**config.mk**
```make
export PLATFORM = sky130hd
export DESIGN_NAME = reset_source_controller
export DESIGN_NICKNAME = d
export VERILOG_FILES = /design/src/hdl/reset_source_controller_pkg.sv /design/src/hdl/reset_sync_2ff.sv /design/src/hdl/reset_source_controller.sv
export VERILOG_INCLUDE_DIRS = /design/src /design/src/hdl
export SDC_FILE = /design/constraint.sdc
export NUM_CORES = 1
export LEC_CHECK = 0
export ABC_CLOCK_PERIOD_IN_PS = 4890
export BUFFER_PORTS_ARGS = -buffer_cell sky130_fd_sc_hd__buf_4
export CORE_ASPECT_RATIO = 1.4
export CORE_MARGIN = 2
export CORE_UTILIZATION = 45
export CTS_CLUSTER_DIAMETER = 40
export DETAILED_ROUTE_END_ITERATION = 8
export PLACE_DENSITY = 0.74
export SLEW_MARGIN = 10
export SYNTH_ARGS = -nofsm -noshare
export SYNTH_HDL_FRONTEND = slang
export SYNTH_HIERARCHICAL = 1
export SYNTH_SLANG_ARGS = --single-unit
```
**constraint.sdc**
```tcl
create_clock -name clock_i -period 4.89 [get_ports clock_i]
set_input_delay 1.2225 -clock clock_i [delete_from_list [all_inputs] [get_ports clock_i]]
set_output_delay 1.2225 -clock clock_i [all_outputs]
set_load 0.03 [all_outputs]
```
**src/hdl/reset_source_controller_consts.svh**
```systemverilog
// Constants of the reset source controller: cause register bit
// positions, reset values and timing counts. Included by bare name.
`ifndef RESET_SOURCE_CONTROLLER_CONSTS_SVH
`define RESET_SOURCE_CONTROLLER_CONSTS_SVH

// Cause register bit positions
`define RSC_BIT_PIN       3'd0
`define RSC_BIT_POR       3'd1
`define RSC_BIT_CLK       3'd2
`define RSC_BIT_SOFT      3'd4
`define RSC_BIT_CMP_WDG   3'd5
`define RSC_BIT_MEM       3'd6

// Reset values
`define RSC_CAUSE_RST     8'h02
`define RSC_RESTART_ADDR  16'h0000

// Timing: clock period and power-on release delay
`define RSC_CLK_PERIOD_NS 100
`define RSC_POR_DELAY_US  300
`define RSC_POR_DELAY_CYC ((`RSC_POR_DELAY_US * 1000) / `RSC_CLK_PERIOD_NS)
// Internal reset stretch after any cause but power-on, in cycles
`define RSC_STRETCH_CYC   4'h4
// Missing-clock timeout, in enable ticks with no edge seen
`define RSC_MCLK_LIMIT    8'h40
// Watchdog prescale: system clock divided by twelve
`define RSC_WDG_DIV       4'hB

`endif

```
**src/hdl/reset_source_controller_pkg.sv**
```systemverilog
// Types shared by the reset source controller modules.
// Assumes the constants header is compiled alongside.
package reset_source_controller_pkg;

   // Sequencer states, Gray coded along hold -> stretch -> run
   typedef enum logic [1:0] {
      ST_HOLD    = 2'b00,
      ST_STRETCH = 2'b01,
      ST_RUN     = 2'b11
   } seq_state_t;

endpackage

```
**src/hdl/reset_sync_2ff.sv**
```systemverilog
// Two-flip-flop synchroniser for one level from outside the clock domain.
// Assumes an asynchronous active-low reset and a frozen state while ce is low.
`timescale 1ns/10ps
`default_nettype none

module reset_sync_2ff #(
   parameter logic RESET_VAL = 1'b0
) (
   // Clock and reset
   input  wire logic clock_i,
   input  wire logic arst_n_i,
   input  wire logic ce_i,
   // Level in and out
   input  wire logic async_i,
   output logic      sync_o
);

   logic meta_q;
   logic meta_d;
   logic sync_q;
   logic sync_d;

   // Next values: first stage only feeds the second
   always_comb begin
      meta_d = ce_i ? async_i : meta_q;
      sync_d = ce_i ? meta_q : sync_q;
   end

   // Register the two stages
   always_ff @(posedge clock_i or negedge arst_n_i) begin
      if (!arst_n_i) begin
         meta_q <= RESET_VAL;
         sync_q <= RESET_VAL;
      end else begin
         meta_q <= meta_d;
         sync_q <= sync_d;
      end
   end

   assign sync_o = sync_q;

endmodule

`default_nettype wire

```
**src/hdl/reset_source_controller.sv**
```systemverilog
// Reset source controller: gathers all reset causes, holds the core in
// reset, drives the open-drain reset pin and keeps the cause register.
// Assumes analog comparisons arrive as digital levels; pins are synchronised.
//
// Notes on behaviour
// - During power-up, hold core and drive pin low until supply is good.
// - Power-on or supply-monitor exit sets power-on flag at bit 1.
// - Every other reset cause clears the power-on flag.
// - Execution restarts at address zero after any reset.
// - Power-on disables supply monitor; other causes keep its state.
// - Enabled monitor seeing low supply drives pin low, holds core.
// - Writing one to bit 1 enables monitor as a reset source.
// - Supply-monitor reset releases without the power-on delay.
// - External low pin forces reset; exit sets pin flag bit 0.
// - Missing clock times out into reset; flag bit 2 reads one.
// - Writing bit 2 enables or disables the missing-clock detector.
// - Bit 5 enables comparator reset while positive below negative input.
// - After any reset watchdog is enabled, clocked by system clock/12.
// - Watchdog expiry resets and sets the flag at bit 5.
// - Program access above the user code limit causes a reset.
// - Memory error reset sets flag at bit 6.
// - Writing one to bit 4 forces reset; bit reads one afterwards.
// - Internal causes reset the core without driving the reset pin.
// - Monitor reset keeps data memory; power-on marks it undefined.
`timescale 1ns/10ps
`default_nettype none
`include "reset_source_controller_consts.svh"

module reset_source_controller
   import reset_source_controller_pkg::*;
#(
   parameter int POR_DELAY_CYC = `RSC_POR_DELAY_CYC
) (
   // Clock, reset and enable
   input  wire logic        clock_i,
   input  wire logic        arst_n_i,
   input  wire logic        ce_i,
   // Supply and analog levels (asynchronous)
   input  wire logic        supply_ok_i,
   input  wire logic        comparator_out_i,
   // Reset pin, open drain, active low
   input  wire logic        reset_pin_n_i,
   output logic             reset_pin_o,
   output logic             reset_pin_oe_o,
   // Watchdog from the counter array (same clock)
   input  wire logic        watchdog_disable_i,
   input  wire logic        watchdog_expired_i,
   // Program memory access check (same clock)
   input  wire logic        mem_access_i,
   input  wire logic [15:0] mem_addr_i,
   input  wire logic [15:0] code_limit_i,
   // Clock activity seen by the detector (asynchronous)
   input  wire logic        clock_alive_i,
   // Cause register write port (same clock)
   input  wire logic        cause_wr_i,
   input  wire logic [7:0]  cause_wdata_i,
   // Status and core control
   output logic [7:0]       reset_cause_reg_o,
   output logic             core_reset_o,
   output logic [15:0]      restart_addr_o,
   output logic             supply_monitor_en_o,
   output logic             watchdog_enable_o,
   output logic             watchdog_tick_o,
   output logic             data_mem_undefined_o
);

   // Synchronised asynchronous inputs
   logic supply_ok_s;
   logic comp_s;
   logic pin_n_s;
   logic alive_s;
   logic [3:0] sync_in;
   logic [3:0] sync_out;

   // Per-channel reset level: the pin idles high, so its stage starts high
   // to keep a false low from looking like an external reset.
   localparam logic [3:0] SYNC_RST = 4'h4;

   assign sync_in = {clock_alive_i, reset_pin_n_i, comparator_out_i, supply_ok_i};

   // One synchroniser per asynchronous level
   genvar g;
   generate
      for (g = 0; g < 4; g++) begin : g_sync
         reset_sync_2ff #(
            .RESET_VAL (SYNC_RST[g])
         ) u_sync (
            .clock_i  (clock_i),
            .arst_n_i (arst_n_i),
            .ce_i     (ce_i),
            .async_i  (sync_in[g]),
            .sync_o   (sync_out[g])
         );
      end
   endgenerate

   assign supply_ok_s = sync_out[0];
   assign comp_s      = sync_out[1];
   assign pin_n_s     = sync_out[2];
   assign alive_s     = sync_out[3];

   // State
   seq_state_t  state_q, state_d;
   logic [31:0] delay_q, delay_d;
   logic [7:0]  cause_q, cause_d;
   logic [7:0]  pend_q, pend_d;
   logic        mon_en_q, mon_en_d;
   logic        mclk_en_q, mclk_en_d;
   logic        cmp_en_q, cmp_en_d;
   logic        wdg_en_q, wdg_en_d;
   logic [3:0]  div_q, div_d;
   logic        tick_q, tick_d;
   logic [7:0]  mclk_cnt_q, mclk_cnt_d;
   logic        alive_prev_q, alive_prev_d;
   logic        soft_req_q, soft_req_d;
   logic        undef_q, undef_d;
   logic        por_q, por_d;
   logic        pin_drv_q, pin_drv_d;
   // Two-cycle history of our own pin drive; the synchronised pin lags
   // the wire by two edges, so our own low must not read as external.
   logic [1:0]  echo_q, echo_d;

   // Cause detection, combinational
   logic mon_low;
   logic pin_low;
   logic clk_lost;
   logic cmp_trip;
   logic wdg_trip;
   logic mem_trip;
   logic any_int;
   logic in_run;

   always_comb begin
      in_run   = (state_q == ST_RUN);
      mon_low  = !supply_ok_s && (mon_en_q || por_q);
      pin_low  = !pin_n_s && !pin_drv_q && (echo_q == 2'b00);
      clk_lost = mclk_en_q && (mclk_cnt_q >= `RSC_MCLK_LIMIT);
      cmp_trip = cmp_en_q && !comp_s && in_run;
      wdg_trip = wdg_en_q && watchdog_expired_i && in_run;
      mem_trip = mem_access_i && (mem_addr_i > code_limit_i) && in_run;
      any_int  = clk_lost || cmp_trip || wdg_trip || mem_trip || soft_req_q;
   end

   // Sequencer and cause latching
   always_comb begin
      state_d      = state_q;
      delay_d      = delay_q;
      pend_d       = pend_q;
      cause_d      = cause_q;
      mon_en_d     = mon_en_q;
      mclk_en_d    = mclk_en_q;
      cmp_en_d     = cmp_en_q;
      wdg_en_d     = wdg_en_q;
      soft_req_d   = 1'b0;
      undef_d      = undef_q;
      por_d        = por_q;
      pin_drv_d    = mon_low;
      // Collect causes while any is present, ahead of release
      if (mon_low || pin_low || any_int) begin
         state_d = ST_HOLD;
         if (mon_low) begin
            pend_d[`RSC_BIT_POR] = 1'b1;
         end
         if (pin_low) begin
            pend_d[`RSC_BIT_PIN] = 1'b1;
         end
         if (clk_lost) begin
            pend_d[`RSC_BIT_CLK] = 1'b1;
         end
         if (cmp_trip || wdg_trip) begin
            pend_d[`RSC_BIT_CMP_WDG] = 1'b1;
         end
         if (mem_trip) begin
            pend_d[`RSC_BIT_MEM] = 1'b1;
         end
         if (soft_req_q) begin
            pend_d[`RSC_BIT_SOFT] = 1'b1;
         end
         delay_d = por_q ? 32'(POR_DELAY_CYC)
                         : {28'h0, `RSC_STRETCH_CYC};
      end else begin
         case (state_q)
            ST_HOLD: begin
               state_d = ST_STRETCH;
            end
            ST_STRETCH: begin
               if (delay_q <= 32'd1) begin
                  state_d = ST_RUN;
                  // Latch flags: power-on excludes others
                  if (pend_q[`RSC_BIT_POR]) begin
                     cause_d = `RSC_CAUSE_RST;
                  end else begin
                     cause_d = pend_q;
                  end
                  if (por_q) begin
                     mon_en_d = 1'b0;
                  end
                  undef_d = por_q;
                  por_d   = 1'b0;
                  cmp_en_d  = 1'b0;
                  mclk_en_d = 1'b0;
                  wdg_en_d  = 1'b1;
                  pend_d    = 8'h00;
               end else begin
                  delay_d = delay_q - 32'd1;
               end
            end
            ST_RUN: begin
               if (watchdog_disable_i) begin
                  wdg_en_d = 1'b0;
               end
               if (cause_wr_i) begin
                  if (cause_wdata_i[`RSC_BIT_POR]) begin
                     mon_en_d = 1'b1;
                  end
                  mclk_en_d  = cause_wdata_i[`RSC_BIT_CLK];
                  cmp_en_d   = cause_wdata_i[`RSC_BIT_CMP_WDG];
                  soft_req_d = cause_wdata_i[`RSC_BIT_SOFT];
               end
            end
            default: begin
               state_d = ST_HOLD;
            end
         endcase
      end
   end

   // Own-drive echo mask
   always_comb begin
      echo_d = {echo_q[0], pin_drv_q};
   end

   // Missing-clock detector and watchdog prescaler
   always_comb begin
      alive_prev_d = alive_s;
      if (!mclk_en_q || (alive_s != alive_prev_q) || !in_run) begin
         mclk_cnt_d = 8'h00;
      end else if (mclk_cnt_q < `RSC_MCLK_LIMIT) begin
         mclk_cnt_d = mclk_cnt_q + 8'h01;
      end else begin
         mclk_cnt_d = mclk_cnt_q;
      end
      tick_d = 1'b0;
      if (!wdg_en_q || !in_run) begin
         div_d = 4'h0;
      end else if (div_q == `RSC_WDG_DIV) begin
         div_d  = 4'h0;
         tick_d = 1'b1;
      end else begin
         div_d = div_q + 4'h1;
      end
   end

   // Register all state; frozen while the clock enable is low
   always_ff @(posedge clock_i or negedge arst_n_i) begin
      if (!arst_n_i) begin
         state_q      <= ST_HOLD;
         delay_q      <= 32'h0000_0000;
         cause_q      <= `RSC_CAUSE_RST;
         pend_q       <= 8'h02;
         mon_en_q     <= 1'b0;
         mclk_en_q    <= 1'b0;
         cmp_en_q     <= 1'b0;
         wdg_en_q     <= 1'b1;
         div_q        <= 4'h0;
         tick_q       <= 1'b0;
         mclk_cnt_q   <= 8'h00;
         alive_prev_q <= 1'b0;
         soft_req_q   <= 1'b0;
         undef_q      <= 1'b1;
         por_q        <= 1'b1;
         pin_drv_q    <= 1'b1;
         echo_q       <= 2'b11;
      end else if (ce_i) begin
         state_q      <= state_d;
         delay_q      <= delay_d;
         cause_q      <= cause_d;
         pend_q       <= pend_d;
         mon_en_q     <= mon_en_d;
         mclk_en_q    <= mclk_en_d;
         cmp_en_q     <= cmp_en_d;
         wdg_en_q     <= wdg_en_d;
         div_q        <= div_d;
         tick_q       <= tick_d;
         mclk_cnt_q   <= mclk_cnt_d;
         alive_prev_q <= alive_prev_d;
         soft_req_q   <= soft_req_d;
         undef_q      <= undef_d;
         por_q        <= por_d;
         pin_drv_q    <= pin_drv_d;
         echo_q       <= echo_d;
      end
   end

   // Outputs: pin only driven for supply causes
   always_comb begin
      reset_pin_o          = 1'b0;
      reset_pin_oe_o       = pin_drv_q;
      core_reset_o         = !in_run;
      restart_addr_o       = `RSC_RESTART_ADDR;
      reset_cause_reg_o    = cause_q;
      supply_monitor_en_o  = mon_en_q;
      watchdog_enable_o    = wdg_en_q;
      watchdog_tick_o      = tick_q;
      data_mem_undefined_o = undef_q;
   end

endmodule

`default_nettype wire

```
==> results by group <==
Outcome
  – Status: finished, final reports clean

Finish
  – Fillers: 848
  – Multi-input gate area in the final layout: 2200 sq um
  – Nets: 582
  – Share of layout cells above drive strength 1: 23.45%
  – P&R area growth vs syn: 18.02%
  – Antenna diodes: 0
  – Filler-free cell count of the finished design: 648
  – Register area: 1964 sq um

Detailed routing
  – Met1 WL: 3990 um
  – Top Layer Used: met4
  – Initial detailed-routing violation count: 216
  – WL met3: 358 um
  – Via count: 3563
  – DRT Pass-1 Iters: 4
  – DR vias/cell: 5.498
  – # DRC: 0
  – Final WL: 9582 um
  – DR WL/cell: 14.79 um
  – Final ANT Viol Nets: 0
  – Routed wl met2: 5078 um

Setup path
  – Reg2reg start: delay_q[20]$_DFFE_PN0P_
  – Worst EP required: 5.11 ns
  – Slowest cell on the critical path: or2_1
  – Slowest Stage Delay on Critical Path: 0.51 ns
  – Worst Path Buf+Inv: 1
  – CP Capture Type: register
  – Critical path, cell by cell: buf_4, ha_1, nand4_1, nor4_1, a21bo_2, a31oi_1, or2_1, nand2_1, o311a_1
  – FF-to-FF End: pend_q[4]$_DFFE_PN0P_
  – CP arrival: 3.87 ns
  – Top delay family on crit path: simple AND/OR/NAND/NOR gates
  – WS Path Type: in -> reg
  – Critical Path Source Type: primary input
  – Reg2Reg Depth: 6
  – Worst R2R Setup Slack: 2.17 ns
  – Worst Path Max Fanout: 14

Yosys
  – Synth Flop Type: dfrtp_1
  – Register area share after synthesis: 44.63%
  – Distinct cells, synth: 59
  – Number of flops mapped to enable cells by yosys: 0
  – Synthesis warning total: 6
  – Mean Syn Cell Area: 9.760 sq um
  – Post-Syn Area: 4402 sq um
  – Post-Syn Instances: 451
  – FF+latch count, synth: 78
  – Asr flop ratio synth: 100.0%

Die
  – Die Wd: 87.59 um
  – Die footprint: 10600 sq um
  – Boundary pin count: 82
  – Chip Height: 121.0 um
  – Core ar.: 9512 sq um
  – Initial core utilization: 46.28%
  – Rows: 42

CTS
  – Post-CTS resize count: 0
  – Setup bufs post-CTS: 0
  – Clock input transition at the sequential cells of the worst setup and hold paths: 0.06 ns
  – Worst-Skew Late Latency: 0.34 ns
  – Num CTS Buffers: 9
  – CTS H-tree lvls: 3
  – CTS tree: done
  – CTS Buffer Depth: 2
  – Clock Sink Count: 78
  – Post-cts hold buffer count: 0
  – CTS root buffer: clkbuf_16

Global route
  – Largest net degree at the start of global routing: 79
  – Total grt overflow: 0
  – Total GRT Usage: 19.12%
  – Global-route wire length before repair: 16150 um
  – Vias in the first global route: 3447
  – Initial antenna violation count: 0

Timing
  – Worst clock skew: 0.003954 ns
  – Min Tclk post-route: 3.651 ns
  – Tcrit/Tclk final: 74.66%
  – Final setup fails: 0
  – Rel. slew slack: 34.78%
  – Fin. max-slew vios: 0
  – Slew @ Worst Pin: 0.9783 ns
  – Fmax: 273.9 MHz
  – Setup total negative slack: 0 ns
  – Final hold vios: 0
  – RSZ-0062 raised after global routing: false

Power and ir drop
  – Power density over cell area: 325.5 nW/um^2
  – Combinational power share: 16.4%
  – Maximum VDD drop: 0.2785 mV
  – Clock share of power: 39.4%
  – Psw: 484.7 uW
  – Leak pwr: 2.322 nW
  – Seq pwr share: 44.2%
  – Sw frac: 28.67%
  – Internal: 1.206 mW

Place
  – RePlAce Congestion: 0.8568
  – Number of I/O port buffers: 58
  – DP Cell Count: 632
  – DP HPWL: 6979 um

Hold path
  – Hold Path Stages: 1
  – Hold Crit Class: reg -> reg
  – Endpoint of the worst hold path: delay_q[14]$_DFFE_PN0P_
  – Hold path start: delay_q[14]$_DFFE_PN0P_

Flow run
  – Max_cap viols: 0
## Yosys cell counts (3+ instances only)
cell	instances	area share [%]
dfrtp_1	68	39
nand2b_1	3	0.43
a31oi_1	3	0.43
nand2_1	42	3.6
buf_4	19	3.2
nor2_1	30	2.6
a21oi_1	17	1.9
a22o_1	3	0.60
or4_1	3	0.51
ha_1	20	5.7
nor4_4	3	1.4
o21ai_0	20	2.3
mux2_2	19	4.9
or3_1	6	0.85
o31ai_1	17	2.9
nor2b_1	6	0.85
dfstp_2	10	6.0
nand4_1	7	0.99
nor4_1	7	0.99
buf_2	4	0.45
nand3_1	35	4.0
clkbuf_1	6	0.51
a32o_1	4	0.91
inv_1	28	2.4
nand3b_1	4	0.68
xnor2_1	4	0.80
nor3_1	10	1.1
and4_1	4	0.80
and2_1	3	0.43
o211ai_1	6	1.0
## cells in the final DEF, fill, tap and decap left out, types with 3 or more instances in the layout
| cell type | synthesis | layout |
|---|---|---|
| a22o_1 | 3 | 3 |
| dfstp_2 | 10 | 10 |
| nor2b_1 | 6 | 6 |
| buf_4 | 19 | 61 |
| nor3_1 | 10 | 10 |
| nand2b_1 | 3 | 3 |
| clkbuf_16 | 0 | 9 |
| nor4_4 | 3 | 3 |
| nor2_1 | 30 | 30 |
| or4_1 | 3 | 3 |
| nand4_1 | 7 | 7 |
| nand3_1 | 35 | 35 |
| o21ai_0 | 20 | 20 |
| ha_1 | 20 | 20 |
| and4_1 | 4 | 4 |
| conb_1 | 1 | 19 |
| o31ai_1 | 17 | 17 |
| mux2_2 | 19 | 19 |
| a21oi_1 | 17 | 17 |
| o211ai_1 | 6 | 6 |
| a32o_1 | 4 | 4 |
| dfrtp_1 | 68 | 68 |
| nand2_1 | 42 | 42 |
| nor4_1 | 7 | 7 |
| xnor2_1 | 4 | 4 |
| or3_1 | 6 | 6 |
| a31oi_1 | 3 | 3 |
| inv_1 | 28 | 28 |
| nand3b_1 | 4 | 4 |
| and2_1 | 3 | 3 |
## state kept, by name, indices dropped and copies added (netlist names)
name and count:
g_sync.u_sync/sync_o 4, div_q 4, por_q 1, mclk_en_q 1, echo_q 2, watchdog_tick_o 1
g_sync.u_sync/meta_q 4, supply_monitor_en_o 1, soft_req_q 1, state_q 2, pend_q 6, mclk_cnt_q 8
data_mem_undefined_o 1, watchdog_enable_o 1, reset_cause_reg_o 6, alive_prev_q 1, delay_q 32, cmp_en_q 1
reset_pin_oe_o 1
## power groups by stage
stage               logic, mW  registers (mW)  clock network, mW
detailed placement      0.278           0.757                  0
global placement        0.269           0.754                  0
global route            0.309           0.753              0.706
floorplan               0.197           0.750                  0
finish                  0.277           0.747              0.667
CTS                     0.280           0.746              0.678
## final cells by class
class,count,share of cell area (%)
well taps,132,3.179
multi-input cells,332,42.34
clock inverters,7,1.421
clock buffers,9,4.335
repair buffers,61,8.815
flip-flops and latches,78,37.81
inverters,29,2.095
## per-stage QoR
step / area, sq um / power, mW / setup slack [ns] / hold slack [ns] / util (%)
floorplan: 4469 / 0.9465 / 1.607 / 0.4436 / -
global placement: 4896 / 1.023 / 0.9689 / 0.4635 / 51.47
detailed placement: 4896 / 1.035 / 0.8597 / 0.4730 / 51.47
CTS: 5195 / 1.703 / 1.230 / 0.4871 / 54.62
global route: 5195 / 1.769 / 1.046 / 0.4946 / 54.62
finish: 5195 / 1.691 / 1.239 / 0.4835 / 54.62
## worst max-delay path by stage
| stage | from | to | slack, ns | depth (start not counted) |
|---|---|---|---|---|
| 2_1_floorplan | code_limit_i[15] | pend_q[4]$_DFFE_PN0P_ | 1.61 | 10 |
| 3_3_place_gp | mem_addr_i[15] | delay_q[2]$_DFFE_PN0P_ | 0.97 | 9 |
| 3_5_place_dp | mem_addr_i[13] | delay_q[2]$_DFFE_PN0P_ | 0.86 | 9 |
| 4_1_cts | mem_addr_i[13] | delay_q[2]$_DFFE_PN0P_ | 1.23 | 9 |
| 5_1_grt | code_limit_i[13] | delay_q[2]$_DFFE_PN0P_ | 1.05 | 10 |
| 6_report | mem_addr_i[13] | delay_q[2]$_DFFE_PN0P_ | 1.24 | 9 |
## worst reg2reg max path, stage by stage (launching register included)
cell and delay, ns:
dfrtp_1 0.41, or4_4 0.59, nor4_4 0.43, and4_1 0.58
nor2_2 0.07, or3_1 0.34, a22o_1 0.19
## logic make-up (layout without fill, tap and decap cells)
family | Yosys count | after routing | synth area share, %
flip-flops | 78 | 78 | 44.63
XOR/XNOR | 4 | 4 | 0.7958
adder cells (fa/ha/maj) | 20 | 20 | 5.685
AO/OA/AOI/OAI | 88 | 88 | 13.33
AND/OR/NAND/NOR | 180 | 180 | 23.22
multiplexers | 21 | 21 | 5.316
buffers and inverters | 59 | 106 | 6.936
other | 1 | 19 | 0.08519
## metal layers
| layer | vias up | global-route usage, % |
|---|---|---|
| met5 | - | 0 |
| met2 | 71 | 32.15 |
| li1 | 1745 | - |
| met4 | 0 | 5.865 |
| met1 | 1733 | 24.70 |
| met3 | 14 | 3.673 |
No activity file was read; power rests on OpenSTA's default activity.
